--- src/lci_pkg.sv ---
// lci_pkg: constants shared by the character display instruction engine.
// assumes a single 10 MHz system clock driving every user of these names.
package lci_pkg;

	// ==========================================================
	// clock and execution timing
	localparam int CLK_KHZ = 10000;
	localparam int LONG_EXEC_NS = 1520000; // clear and home
	localparam int SHORT_EXEC_NS = 38000; // every other timed access
	localparam int LONG_EXEC_CYC = (LONG_EXEC_NS * (CLK_KHZ / 1000) + 999) / 1000;
	localparam int SHORT_EXEC_CYC = (SHORT_EXEC_NS * (CLK_KHZ / 1000) + 999) / 1000;
	localparam int BLINK_HALF_CYC = 4096000;

	// ==========================================================
	// address map of the display ram
	localparam logic [6:0] LINE2_BASE = 7'h40;
	localparam logic [6:0] LINE_LEN_2 = 7'h28; // 40 cells per line, two-line mode
	localparam logic [6:0] LINE_LEN_1 = 7'h50; // 80 cells, one-line mode
	localparam logic [6:0] LINE1_LAST_2 = 7'h27;
	localparam logic [6:0] LINE2_LAST_2 = 7'h67;
	localparam logic [6:0] LAST_1 = 7'h4f;
	localparam logic [6:0] ADDR_ZERO = 7'h00;
	localparam logic [6:0] CLEAR_LAST = 7'h7f;
	localparam logic [7:0] SPACE_CODE = 8'h20;
	localparam logic [7:0] NIBBLE_ZERO = 8'h00;

	// ==========================================================
	// instruction field positions
	localparam int B_ID = 1; // entry mode: direction
	localparam int B_AUTO_SHIFT = 0; // entry mode: auto display shift
	localparam int B_DISP = 2;
	localparam int B_CURS = 1;
	localparam int B_BLNK = 0;
	localparam int B_SC = 3; // shift: display versus cursor
	localparam int B_RL = 2; // shift: right versus left
	localparam int B_BUS_WIDTH = 4; // function set: bus width
	localparam int B_N = 3; // function set: line count
	localparam int B_F = 2; // function set: font

	// ==========================================================
	// sequencer states
	typedef enum logic [2:0] {
		ST_IDLE = 3'b001,
		ST_EXEC = 3'b010,
		ST_CLEAR = 3'b100
	} lci_state_t;

endpackage : lci_pkg

--- src/lci_engine.sv ---
// lci_engine: instruction interpreter of a 16x2 character display controller.
// assumes host pins are asynchronous to i_sys_clk and a scan engine reads cells.
// Summary of operation
// - clear fills display ram with space, zeroes address counter, cursor to top-left.
// - clear also forces entry direction to increment.
// - home zeroes address counter and cancels display shift, ram untouched.
// - entry mode stores direction; address counter steps up or down per access.
// - glyph ram accesses step the address counter the same way.
// - auto shift moves display only on display ram writes, by direction bit.
// - display control stores display-on; off blanks screen, keeps ram.
// - cursor bit shows or hides cursor without touching entry direction.
// - blink alternates cursor cell between all dots and stored character.
// - shift command moves cursor or display left or right per bit pair.
// - display shift leaves the address counter unchanged.
// - two-line cursor movement wraps line one end to line two start.
// - display shift rotates every line together within its own range.
// - unshifted screen maps line one to 00-0F, line two from 40.
// - function set latches bus width, line count and font bits.
// - glyph address command loads six bits and selects glyph ram.
// - display address command loads seven bits and selects display ram.
// - status read gives busy flag on bit 7 and address counter below.
// - data write stores byte into selected ram at address counter.
// - data read returns selected ram byte at address counter.
// - select high means data path, low instruction; rw high means read.
// - narrow bus moves each byte as two nibbles on upper lines.
// - busy held high while executing; host waits for it low.
module lci_engine #(
	parameter int LONG_CYC = lci_pkg::LONG_EXEC_CYC,
	parameter int SHORT_CYC = lci_pkg::SHORT_EXEC_CYC,
	parameter int BLINK_CYC = lci_pkg::BLINK_HALF_CYC
) (
	input wire logic i_sys_clk,
	input wire logic i_rst,
	input wire logic i_reg_select,
	input wire logic i_rw,
	input wire logic i_enable,
	input wire logic [7:0] i_db,
	output logic [7:0] o_db,
	output logic o_db_oe_n,
	output logic o_busy_flag,
	output logic o_display_on,
	output logic o_cursor_on,
	output logic o_blink_on,
	output logic o_two_line,
	output logic o_font_5x11,
	output logic o_bus_width_sel,
	output logic [6:0] o_addr_counter,
	input wire logic i_scan_line,
	input wire logic [3:0] i_scan_col,
	output logic [7:0] o_scan_char,
	output logic o_scan_solid,
	output logic o_scan_cursor
);
	// ==========================================================
	// elaboration checks: the 128-cell clear walk must fit in the long busy time
	if (LONG_CYC <= 128 || SHORT_CYC < 1 || BLINK_CYC < 1) begin : g_bad_timing
		$error("lci_engine: timing parameters out of range");
	end
	// ==========================================================
	// pin synchronisers
	logic en_s1, en_s2, en_s3, sel_s1, sel_s2, rw_s1, rw_s2;
	logic [7:0] db_s1, db_s2;
	always_ff @(posedge i_sys_clk) begin
		en_s1 <= i_enable;
		en_s2 <= en_s1;
		en_s3 <= en_s2;
		sel_s1 <= i_reg_select;
		sel_s2 <= sel_s1;
		rw_s1 <= i_rw;
		rw_s2 <= rw_s1;
		db_s1 <= i_db;
		db_s2 <= db_s1;
	end
	// enable edges seen past the synchroniser
	wire en_rise = en_s2 & ~en_s3;
	wire en_fall = en_s3 & ~en_s2;
	// ==========================================================
	// control state
	lci_pkg::lci_state_t state, next_state;
	logic [7:0] lat_db;
	logic [3:0] hi_nib;
	logic [6:0] addr_counter, shift_off, clear_idx;
	logic [31:0] busy_cnt, blink_cnt;
	logic lat_sel, lat_rw, nib_phase, busy_flag, sel_glyph, blink_phase;
	logic entry_inc, auto_display_shift;
	logic display_on, cursor_on, blink_on;
	logic bus_width_sel, two_line, font_5x11;
	// ==========================================================
	// byte assembly and transfer decode
	wire [7:0] wr_byte = bus_width_sel ? lat_db : {hi_nib, lat_db[7:4]};
	wire commit = en_fall & (bus_width_sel | nib_phase);
	wire idle = (state == lci_pkg::ST_IDLE);
	wire do_instr = commit & ~lat_sel & ~lat_rw & idle;
	wire do_wdata = commit & lat_sel & ~lat_rw & idle;
	wire do_rdata = commit & lat_sel & lat_rw & idle;
	// highest set bit picks the command
	wire is_daddr = wr_byte[7];
	wire is_gaddr = (wr_byte[7:6] == 2'b01);
	wire is_func = (wr_byte[7:5] == 3'b001);
	wire is_shift = (wr_byte[7:4] == 4'b0001);
	wire is_disp = (wr_byte[7:3] == 5'b00001);
	wire is_entry = (wr_byte[7:2] == 6'b000001);
	wire is_home = (wr_byte[7:1] == 7'b0000001);
	wire is_clear = (wr_byte == 8'h01);
	// ==========================================================
	// address counter stepping with line wrap
	function automatic logic [6:0] step_addr(input logic [6:0] a, input logic up,
			input logic glyph, input logic two);
		logic [6:0] r;
		r = up ? 7'(a + 7'h01) : 7'(a - 7'h01);
		if (glyph) begin
			r[6] = 1'b0;
		end else if (two) begin
			if (up && a == lci_pkg::LINE1_LAST_2) r = lci_pkg::LINE2_BASE;
			else if (up && a == lci_pkg::LINE2_LAST_2) r = lci_pkg::ADDR_ZERO;
			else if (!up && a == lci_pkg::LINE2_BASE) r = lci_pkg::LINE1_LAST_2;
			else if (!up && a == lci_pkg::ADDR_ZERO) r = lci_pkg::LINE2_LAST_2;
		end else begin
			if (up && a == lci_pkg::LAST_1) r = lci_pkg::ADDR_ZERO;
			else if (!up && a == lci_pkg::ADDR_ZERO) r = lci_pkg::LAST_1;
		end
		return r;
	endfunction : step_addr

	wire [6:0] ring_len = two_line ? lci_pkg::LINE_LEN_2 : lci_pkg::LINE_LEN_1;
	wire [6:0] off_left = (shift_off == 7'(ring_len - 7'h01)) ? lci_pkg::ADDR_ZERO
		: 7'(shift_off + 7'h01);
	wire [6:0] off_right = (shift_off == lci_pkg::ADDR_ZERO) ? 7'(ring_len - 7'h01)
		: 7'(shift_off - 7'h01);

	// ==========================================================
	// ram and its port selection
	logic [7:0] disp_data, glyph_data, scan_data;
	wire clearing = (state == lci_pkg::ST_CLEAR);
	wire we_disp = clearing | (do_wdata & ~sel_glyph);
	wire we_glyph = do_wdata & sel_glyph;
	wire [6:0] waddr = clearing ? clear_idx : addr_counter;
	wire [7:0] wdata = clearing ? lci_pkg::SPACE_CODE : wr_byte;
	wire [6:0] scan_pos_raw = 7'({3'b000, i_scan_col} + shift_off);
	wire [6:0] scan_pos = (scan_pos_raw >= ring_len) ? 7'(scan_pos_raw - ring_len)
		: scan_pos_raw;
	wire [6:0] scan_addr = (i_scan_line & two_line) ? 7'(lci_pkg::LINE2_BASE + scan_pos)
		: scan_pos;
	wire at_cursor = ~sel_glyph & (scan_addr == addr_counter);

	lci_ram u_ram (
		.i_sys_clk(i_sys_clk),
		.i_we_disp(we_disp),
		.i_we_glyph(we_glyph),
		.i_waddr(waddr),
		.i_wdata(wdata),
		.i_raddr(addr_counter),
		.i_scan_addr(scan_addr),
		.o_disp_data(disp_data),
		.o_glyph_data(glyph_data),
		.o_scan_data(scan_data)
	);

	// read byte: ram on data path, busy and counter on instruction path
	wire [7:0] ram_byte = sel_glyph ? glyph_data : disp_data;
	wire [7:0] rd_byte = sel_s2 ? ram_byte : {busy_flag, addr_counter};
	wire [7:0] rd_out = bus_width_sel ? rd_byte
		: (nib_phase ? {rd_byte[3:0], 4'h0} : {rd_byte[7:4], 4'h0});
	// ==========================================================
	// sequencer
	always_comb begin
		next_state = state;
		unique case (state)
			lci_pkg::ST_IDLE: begin
				if (do_instr && is_clear) next_state = lci_pkg::ST_CLEAR;
				else if (do_instr || do_wdata || do_rdata) next_state = lci_pkg::ST_EXEC;
			end
			lci_pkg::ST_CLEAR: begin
				if (clear_idx == lci_pkg::CLEAR_LAST) next_state = lci_pkg::ST_EXEC;
			end
			lci_pkg::ST_EXEC: begin
				if (busy_cnt <= 32'd1) next_state = lci_pkg::ST_IDLE;
			end
		endcase
	end

	// state, busy timer and clear walker
	always_ff @(posedge i_sys_clk) begin
		if (i_rst) begin
			state <= lci_pkg::ST_IDLE;
			busy_cnt <= '0;
			clear_idx <= lci_pkg::ADDR_ZERO;
		end else begin
			state <= next_state;
			clear_idx <= clearing ? 7'(clear_idx + 7'h01) : lci_pkg::ADDR_ZERO;
			if (do_instr)
				busy_cnt <= (is_clear | is_home) ? 32'(LONG_CYC) : 32'(SHORT_CYC);
			else if (do_wdata | do_rdata)
				busy_cnt <= 32'(SHORT_CYC);
			else if (busy_cnt != 32'd0)
				busy_cnt <= busy_cnt - 32'd1;
		end
	end
	// busy flag follows the sequencer
	always_ff @(posedge i_sys_clk) begin
		if (i_rst) busy_flag <= 1'b0;
		else busy_flag <= (next_state != lci_pkg::ST_IDLE);
	end

	// ==========================================================
	// host bus latch and nibble pairing
	always_ff @(posedge i_sys_clk) begin
		if (i_rst) begin
			lat_db <= lci_pkg::NIBBLE_ZERO;
			lat_sel <= 1'b0;
			lat_rw <= 1'b0;
			hi_nib <= 4'h0;
			nib_phase <= 1'b0;
		end else begin
			if (en_s2) begin
				lat_db <= db_s2;
				lat_sel <= sel_s2;
				lat_rw <= rw_s2;
			end
			if (en_fall && !bus_width_sel) begin
				nib_phase <= ~nib_phase;
				if (!nib_phase) hi_nib <= lat_db[7:4];
			end else if (bus_width_sel) begin
				nib_phase <= 1'b0;
			end
		end
	end
	// read drive: data valid from enable rise, released on enable low
	always_ff @(posedge i_sys_clk) begin
		if (i_rst) begin
			o_db <= lci_pkg::NIBBLE_ZERO;
			o_db_oe_n <= 1'b1;
		end else begin
			if (en_rise && rw_s2) o_db <= rd_out;
			o_db_oe_n <= ~(en_s2 & rw_s2);
		end
	end

	// ==========================================================
	// address counter, ram select and shift offset
	always_ff @(posedge i_sys_clk) begin
		if (i_rst) begin
			addr_counter <= lci_pkg::ADDR_ZERO;
			sel_glyph <= 1'b0;
			shift_off <= lci_pkg::ADDR_ZERO;
		end else if (do_wdata || do_rdata) begin
			addr_counter <= step_addr(addr_counter, entry_inc, sel_glyph, two_line);
			if (do_wdata && auto_display_shift && !sel_glyph)
				shift_off <= entry_inc ? off_left : off_right;
		end else if (do_instr) begin
			if (is_daddr) begin
				addr_counter <= wr_byte[6:0];
				sel_glyph <= 1'b0;
			end else if (is_gaddr) begin
				addr_counter <= {1'b0, wr_byte[5:0]};
				sel_glyph <= 1'b1;
			end else if (is_shift) begin
				if (wr_byte[lci_pkg::B_SC])
					shift_off <= wr_byte[lci_pkg::B_RL] ? off_right : off_left;
				else
					addr_counter <= step_addr(addr_counter, wr_byte[lci_pkg::B_RL],
						sel_glyph, two_line);
			end else if (is_home || is_clear) begin
				addr_counter <= lci_pkg::ADDR_ZERO;
				sel_glyph <= 1'b0;
				shift_off <= lci_pkg::ADDR_ZERO;
			end
		end
	end

	// mode bits
	always_ff @(posedge i_sys_clk) begin
		if (i_rst) begin
			entry_inc <= 1'b1;
			auto_display_shift <= 1'b0;
			display_on <= 1'b0;
			cursor_on <= 1'b0;
			blink_on <= 1'b0;
			bus_width_sel <= 1'b1;
			two_line <= 1'b0;
			font_5x11 <= 1'b0;
		end else if (do_instr) begin
			if (is_clear) entry_inc <= 1'b1;
			if (is_entry) begin
				entry_inc <= wr_byte[lci_pkg::B_ID];
				auto_display_shift <= wr_byte[lci_pkg::B_AUTO_SHIFT];
			end
			if (is_disp) begin
				display_on <= wr_byte[lci_pkg::B_DISP];
				cursor_on <= wr_byte[lci_pkg::B_CURS];
				blink_on <= wr_byte[lci_pkg::B_BLNK];
			end
			if (is_func) begin
				bus_width_sel <= wr_byte[lci_pkg::B_BUS_WIDTH];
				two_line <= wr_byte[lci_pkg::B_N];
				font_5x11 <= wr_byte[lci_pkg::B_F];
			end
		end
	end

	// ==========================================================
	// blink timebase
	always_ff @(posedge i_sys_clk) begin
		if (i_rst || !blink_on) begin
			blink_cnt <= '0;
			blink_phase <= 1'b0;
		end else if (blink_cnt == 32'(BLINK_CYC - 1)) begin
			blink_cnt <= '0;
			blink_phase <= ~blink_phase;
		end else begin
			blink_cnt <= blink_cnt + 32'd1;
		end
	end

	// scan outputs: blank when off, solid cell on blink phase
	always_ff @(posedge i_sys_clk) begin
		if (i_rst) begin
			o_scan_char <= lci_pkg::SPACE_CODE;
			o_scan_solid <= 1'b0;
			o_scan_cursor <= 1'b0;
		end else begin
			o_scan_char <= display_on ? scan_data : lci_pkg::SPACE_CODE;
			o_scan_solid <= display_on & blink_on & blink_phase & at_cursor;
			o_scan_cursor <= display_on & cursor_on & at_cursor;
		end
	end
	// ==========================================================
	// status outputs straight from the mode, busy and address counter flops
	assign o_busy_flag = busy_flag;
	assign o_display_on = display_on;
	assign o_cursor_on = cursor_on;
	assign o_blink_on = blink_on;
	assign o_two_line = two_line;
	assign o_font_5x11 = font_5x11;
	assign o_bus_width_sel = bus_width_sel;
	assign o_addr_counter = addr_counter;
endmodule : lci_engine

--- src/lci_ram.sv ---
// lci_ram: display ram and glyph ram storage with one write port.
// assumes writes arrive on the system clock; reads are combinational.
module lci_ram (
	input wire logic i_sys_clk,
	input wire logic i_we_disp,
	input wire logic i_we_glyph,
	input wire logic [6:0] i_waddr,
	input wire logic [7:0] i_wdata,
	input wire logic [6:0] i_raddr,
	input wire logic [6:0] i_scan_addr,
	output logic [7:0] o_disp_data,
	output logic [7:0] o_glyph_data,
	output logic [7:0] o_scan_data
);

	// ==========================================================
	// storage
	logic [7:0] display_ram [128];
	logic [7:0] glyph_ram [64];

	// write port
	always_ff @(posedge i_sys_clk) begin
		if (i_we_disp) begin
			display_ram[i_waddr] <= i_wdata;
		end
		if (i_we_glyph) begin
			glyph_ram[i_waddr[5:0]] <= i_wdata;
		end
	end

	// read ports
	assign o_disp_data = display_ram[i_raddr];
	assign o_glyph_data = glyph_ram[i_raddr[5:0]];
	assign o_scan_data = display_ram[i_scan_addr];

endmodule : lci_ram

--- config.mk ---
export PLATFORM = sky130hd
export DESIGN_NAME = lci_engine
export DESIGN_NICKNAME = d
export VERILOG_FILES = /design/src/lci_pkg.sv /design/src/lci_engine.sv /design/src/lci_ram.sv
export SDC_FILE = /design/constraint.sdc
export NUM_CORES = 2
export LEC_CHECK = 0
export BUFFER_PORTS_ARGS = -buffer_cell sky130_fd_sc_hd__buf_2
export CORE_ASPECT_RATIO = 2
export CORE_MARGIN = 5
export CORE_UTILIZATION = 60
export DETAILED_ROUTE_END_ITERATION = 8
export PLACE_DENSITY = 0.83
export RECOVER_POWER = 100
export SETUP_SLACK_MARGIN = 0.05
export SLEW_MARGIN = 30
export SYNTH_ARGS = -nofsm -noshare
export SYNTH_HDL_FRONTEND = slang
export SYNTH_HIERARCHICAL = 1
export SYNTH_SLANG_ARGS = --single-unit
--- constraint.sdc ---
create_clock -name i_sys_clk -period 8.45 [get_ports i_sys_clk]
set_clock_uncertainty 0.15 [all_clocks]
set_input_delay 1.2675 -clock i_sys_clk [delete_from_list [all_inputs] [get_ports i_sys_clk]]
set_output_delay 1.2675 -clock i_sys_clk [all_outputs]
set_load 0.005 [all_outputs]
* Yosys cells after proc, flatten, opt, wreduce, memory -nomap -nowiden
Memories as Yosys holds them, arrays and structs flattened. A register that Yosys moved wholly into a read port is not among the register bits.
Cells that the tools add are included.
** Storage, ports and cells
- RAM bits :: 1536
- Word-level logic and storage cells :: 230
- Bits in registers :: 148
- Output and inout port bits :: 33
- Input bits :: 18
- Memories kept :: 2
** Memories
- u_ram.display_ram :: depth 128, width 8, read ports 2, clocked after memory_dff 2, write ports 1, RTL line lci_ram.sv:18 : logic [7:0] display_ram [128];
- u_ram.glyph_ram :: depth 64, width 8, read ports 1, clocked after memory_dff 1, write ports 1, RTL line lci_ram.sv:19 : logic [7:0] glyph_ram [64];
** Operators by class
- Mux-type cells :: 73
- Reductions and logical operators :: 46
- Equal/unequal tests :: 25
- Bitwise gates (word level) :: 36
- Add/sub/neg operators :: 11
- $lt $le $gt $ge :: 2
** Operator list (count)
- $mux W7 :: 40
- $mux W32 :: 3
- $mux W8 :: 6
- $add A32 B1 Y32 const B :: 1
- $eq A32 B22 Y1 const B :: 1
- $le A32 B1 Y1 const B :: 1
- $reduce_bool A32 Y1 :: 1
- $sub A32 B1 Y32 const B :: 1
- $eq A7 B7 Y1 const B :: 4
- $mux W6 :: 4
- $add A7 B1 Y7 const B :: 3
- $and A1 B1 Y1 :: 21
- $sub A7 B1 Y7 const B :: 3
- $logic_and A1 B1 Y1 :: 15
- $eq A7 B7 Y1 :: 2
- $logic_not A7 Y1 :: 2
- $mux W1 :: 14
- $mux W14 :: 1
- $mux W3 :: 4
- $not A1 Y1 :: 11
- $reduce_and A2 Y1 :: 5
- $pmux W3 S3 :: 1
- $reduce_bool A3 Y1 :: 3
- $eq A8 B1 Y1 const B :: 1
- other kinds (27) :: 45

* Depth between registers and ports, before layout
- Word-level depth :: 17
- Mapped depth :: 19
- Mapped depth without buffers :: 16

* Hierarchy
Netlist, hierarchy kept.
** By module, submodules not included
- lci_ram :: seq. area each 46124.2 um^2, area an instance 67210.7 um^2, cells each 2877, instances 1
- lci_engine :: seq. area each 3123.0 um^2, area an instance 8450.6 um^2, cells each 1026, instances 1

* Worst setup path before layout
No wires, ideal clock.
- Kind :: flip-flop to flip-flop
- Start :: reg bus_width_sel, in the netlist o_bus_width_sel
- End :: mem u_ram.display_ram[0][6], data pin
- Path slack :: 727 ps
- Path buffers :: 3
- Library setup time :: 1232 ps
- Arrival :: 6341 ps
- Clock period less this slack :: 7723 ps
- Required time :: 7068 ps
- Cell stages (with the launch flop) :: 6
- Path through :: dfxtp_1 buf_2 buf_2 clkbuf_1 nand2_1 a21oi_1
** Between the ends
- Cells in the longest elaborated chain, start to end :: 2
** RTL lines
- start, declared :: RTL line lci_engine.sv:87 : logic bus_width_sel, two_line, font_5x11;
- start signal, assigned :: RTL line lci_engine.sv:294 : bus_width_sel <= wr_byte[lci_pkg::B_BUS_WIDTH];
- $mux W8 :: RTL line lci_engine.sv:90 : wire [7:0] wr_byte = bus_width_sel ? lat_db : {hi_nib, lat_db[7:4]};
- $mux W8 :: RTL line lci_engine.sv:138 : wire [7:0] wdata = clearing ? lci_pkg::SPACE_CODE : wr_byte;
- net wdata[6] :: RTL line lci_engine.sv:138
- end, declared :: RTL line lci_ram.sv:18
The timed path passes the listed nets, and every way through them passes these cells.

* Final worst setup path
- Start :: in i_scan_col[0]
- End :: reg o_scan_char[5], read port of u_ram.display_ram
** Between the ends
- Cells in the longest elaborated chain, start to end :: 5
- Elaborated cells between the ends (all ways) :: 6
- Classes of those cells :: add/sub: 3; order compare: 1; mux: 2
** RTL lines
- start, declared :: RTL line lci_engine.sv:49 : input wire logic [3:0] i_scan_col,
- $add A4 B7 Y7 (*) :: RTL line lci_engine.sv:139 : wire [6:0] scan_pos_raw = 7'({3'b000, i_scan_col} + shift_off);
- $sub A7 B7 Y7 or $ge A7 B7 Y1 (tied branches) :: RTL line lci_engine.sv:140 : wire [6:0] scan_pos = (scan_pos_raw >= ring_len) ? 7'(scan_pos_raw - ring_len)
- $mux W7 (*) :: RTL line lci_engine.sv:140
- $add A7 B7 Y7 :: RTL line lci_engine.sv:142 : wire [6:0] scan_addr = (i_scan_line & two_line) ? 7'(lci_pkg::LINE2_BASE + scan_pos)
- $mux W7 (*) :: RTL line lci_engine.sv:142
- net scan_addr[4] :: RTL line lci_engine.sv:142
- end, declared :: RTL line lci_engine.sv:50 : output logic [7:0] o_scan_char,
The timed path passes the listed nets; every way through them passes the cells marked *.
A chain may end at the register's enable or synchronous reset.

==> summary.md <==
| Metric | Value |
|---|---|
| Outcome | finished, violations left |
| Violated checks | DRC, capacitance limit, slew limit |
| Total number of vias | ~43000 |
| Max Freq | ~140 MHz |
| Clock Tree Root | clkbuf_16 |
| Total Routed Length | 214700 µm |
| Vias in the first global route | 44170 |
| Final setup TNS | 0 ps |
| Synth Area in Simple Gates | 4.376% |
| Final Hold Vio Count | 0 |
| Type of the most critical hold path | reg2reg |
| Synth Area in Compound Gates | 1.705% |
| Minimum clock period | 7066 ps |
| Critical Path RT | 8950 ps |
| Crit path max fanout | 25 |
| Distinct cells, synth | 79 |
| Post-synthesis sequential area ratio | 65.09% |
| Yosys warns | 6 |
| Pwr Total | 18540 µW |
| Setup crit end kind | flip-flop |
| Clock buffer depth | 3 |
| IO Port Bufs | 50 |
| DR DRC count | 1 |
| Vias/cell | 7.460 |
| DIE HEIGHT | 512.2 µm |
| Data arrival time of the worst path | between 7000 and 8000 ps |
| First-pass iteration count of the detailed router | 9 |
| DR iter-0 viols | 6497 |
| Hold-fix buffers, CTS | 0 |
| Worst Path Class, Setup | in2reg |
| Async set-or-reset flop fraction in the synthesized netlist | 0% |
| Ports | between 50 and 60 |
| Post-synthesis mux area share | 25.82% |
| Largest family of logic cells by synthesized area | multiplexers |
| Syn Inst Count | 3903 |
| DP HPWL | 130100 µm |
| Crit-path max cell delay | 1450 ps |
| TritonCTS clock tree | built |
| Synth Flop Type | edfxtp_1 |
| First-pass GRT wire length | 309700 µm |
| Static Leak | ~0.025 µW |
| Post-CTS resize count | 0 |
| Hold_ws | ~180 ps |
| Syn Std Cell Area | 0.07566 mm² |
| Layout cell share with drive strength beyond 1 | 29.84% |
| Crit path launch type | primary input |
| Max-slew headroom | -204.2% |
| Worst path cell trace | buf_2 > ha_1 > inv_1 > fa_1 > nand2b_1 > a21oi_1 > xor2_1 > fa_1 > a21o_1 > a21oi_1 > and2_0 > mux2_1 > buf_4 > mux4_2 > mux4_2 > mux2_2 > nand2b_1 |
| CP max-delay cell | mux2_1 |
| Worst VDD drop | a little under 0.0002 V |
| Post-synth EDFFs | 1536 |
| Final Wtd Congestion | 0.9274 |
| Worst-margin pin slew | ~4600 ps |
| Core Rows | approximately 180 |
| Initial antenna violation count | 6 |
| GR Overflow Total | 0 |
| Area of the multi-input gates | 0.02521 mm² |
| Initial core utilization | 60.30% |
| PD cells | 224.9 mW/mm² |
| Seq cells post-synth | approximately 1700 |
| Max-cap check violation count | 24 |
| Reg2Reg Setup Slack | 1390 ps |
| FF/Latch Area | roughly 0.049 mm² |
| Pins over their slew limit | 1673 |
| Clock Sinks | 1692 |
| Total track usage | 32.25% |
| XOR/XNOR Fraction of Synth Area | 0.9724% |
| Setup violations, final | 0 |
| Core area | 0.1255 mm² |
| Final period util | 83.62% |
| Antenna Violating Nets Remaining | 0 |
| Fill count | 7583 |
| Final nets | 3945 |
| Clock transition at path regs | about 60 ps |
| Die Area | 0.1337 mm² |
| Clk_lat worst skew | a little over 800 ps |
| Post-CTS setup buffer count | 0 |
| Fin cells | about 5700 |
| DP Cell Count | 5436 |
| Net Count, Synth | just under 4000 |
| Post-Syn Area per Cell | around 19 µm² |
| Largest net degree at the start of global routing | 193 |
| Area growth syn-to-layout | 8.976% |
| RSZ-0062 raised after global routing | false |
| Wire length per cell | 37.64 µm |
| DIE WIDTH | 261.1 µm |
| Total CTS buffers | 140 |
| Post-synthesis adder-cell area fraction | less than 1% |
| Max H-tree Level | 4 |
[cell type report]
cell class	count	share of cell area (%)
flip-flops and latches	1692	59.74
clock buffers	163	4.481
repair buffers	129	1.049
clock inverters	97	1.436
multi-input cells	1908	30.57
inverters	36	0.1669
well taps	1674	2.540
diodes	5	0.01517
[placed cells by master, fill, tap and decap left out, types with 8 or more instances in the layout]
cell,count
xnor2_1,38
ha_1,18
nand4_1,20
o211ai_1,13
nor2_1,344
xor2_1,44
mux2i_1,47
nor3_1,38
buf_4,35
nand3_1,58
nor2b_1,15
a211oi_1,15
o21ai_1,8
nand2_1,88
edfxtp_1,1536
dfxtp_1,153
or4_1,9
mux4_2,832
nor3b_1,8
clkinv_2,23
inv_1,35
clkbuf_1,56
bufinv_16,23
nand3b_1,9
mux2_2,26
or3_1,12
buf_12,8
buf_2,34
clkbuf_16,144
a21oi_1,48
a311oi_1,10
o21ai_0,28
and3_1,10
nand2b_1,22
or2_2,9
clkinv_1,24
nor4_1,18
clkinvlp_4,8
[critical path: cells and delay by family]
kind	cells	cell delay (ps)
fa+ha+maj	3	1030
mux	4	2830
buf+inv	3	770
simple gates	3	710
compound gates	3	730
xor+xnor	1	140
[Yosys cell counts (all sizes together), types with 12 or more instances]
cell,count,area (µm²)
edfxtp,1536,46120
mux4,832,18740
nor2,350,1316
dfxtp,156,3123
clkbuf,148,555.5
buf,119,586.8
nand2,88,330.3
nand3,59,300.3
a21oi,49,245.2
mux2i,47,470.5
xor2,44,385.4
xnor2,40,350.3
nor3,39,195.2
o21ai,37,185.2
inv,36,135.1
mux2,29,326.6
nand2b,22,137.6
nand4,20,125.1
nor4,19,125.1
ha,18,225.2
or2,18,112.6
nor2b,16,100.1
a211oi,15,112.6
o211ai,13,97.59
or3,12,75.07
[report_power, final]
group	internal, µW	switching, µW	total [µW]
sequential	9240	102	9350
clock	3890	3130	7010
combinational	864	1320	2180
[per-layer routing]
layer / wire length [µm] / track usage, % / vias to the layer above
met2: 111500 / 55.57 / 3291
li1: - / - / 16360
met3: 20220 / 6.791 / 1038
met1: 60270 / 34.49 / 21860
met4: 22690 / 24.40 / 4
met5: 24 / 0 / -
[flip-flops by register name, summed over array words and instances (netlist names), 3 cells and up]
register	flops
u_ram/display_ram	1024
u_ram/glyph_ram	512
blink_cnt	32
busy_cnt	32
db_s1	8
db_s2	8
lat_db	8
o_db	8
o_scan_char	8
clear_idx	7
o_addr_counter	7
shift_off	7
hi_nib	4
state	3
[logic make-up (layout without fill, tap and decap cells)]
family,after synthesis,count (layout)
compound gates,188,188
xor+xnor,84,84
fa+ha+maj,20,20
buf+inv,303,425
flops,1692,1692
mux,908,908
other cells,0,5
simple gates,708,708
[per-stage QoR]
| stage | util [%] | setup WS [ps] | area [µm²] |
|---|---|---|---|
| after detailed placement | 62.05 | 1719 | 77850 |
| after floorplan | - | 727.2 | 75660 |
| after global routing | 65.71 | 1190 | 82440 |
| final | 65.72 | 1384 | 82450 |
| after CTS | 65.93 | 2549 | 82730 |
| after global placement | 61.96 | 1861 | 77740 |
[path summary, 6_finish.rpt]
| kind | cells after the start | startpoint | to |
|---|---|---|---|
| worst max-delay path | 17 | i_scan_col[0] | o_scan_char[5] |
| worst min-delay path | 0 | db_s1[1] | db_s2[1] |
| worst max register to register | 16 | shift_off[0] | o_scan_char[5] |
| worst min register to register | 0 | db_s1[1] | db_s2[1] |
Power figures use the tool's default switching activity.
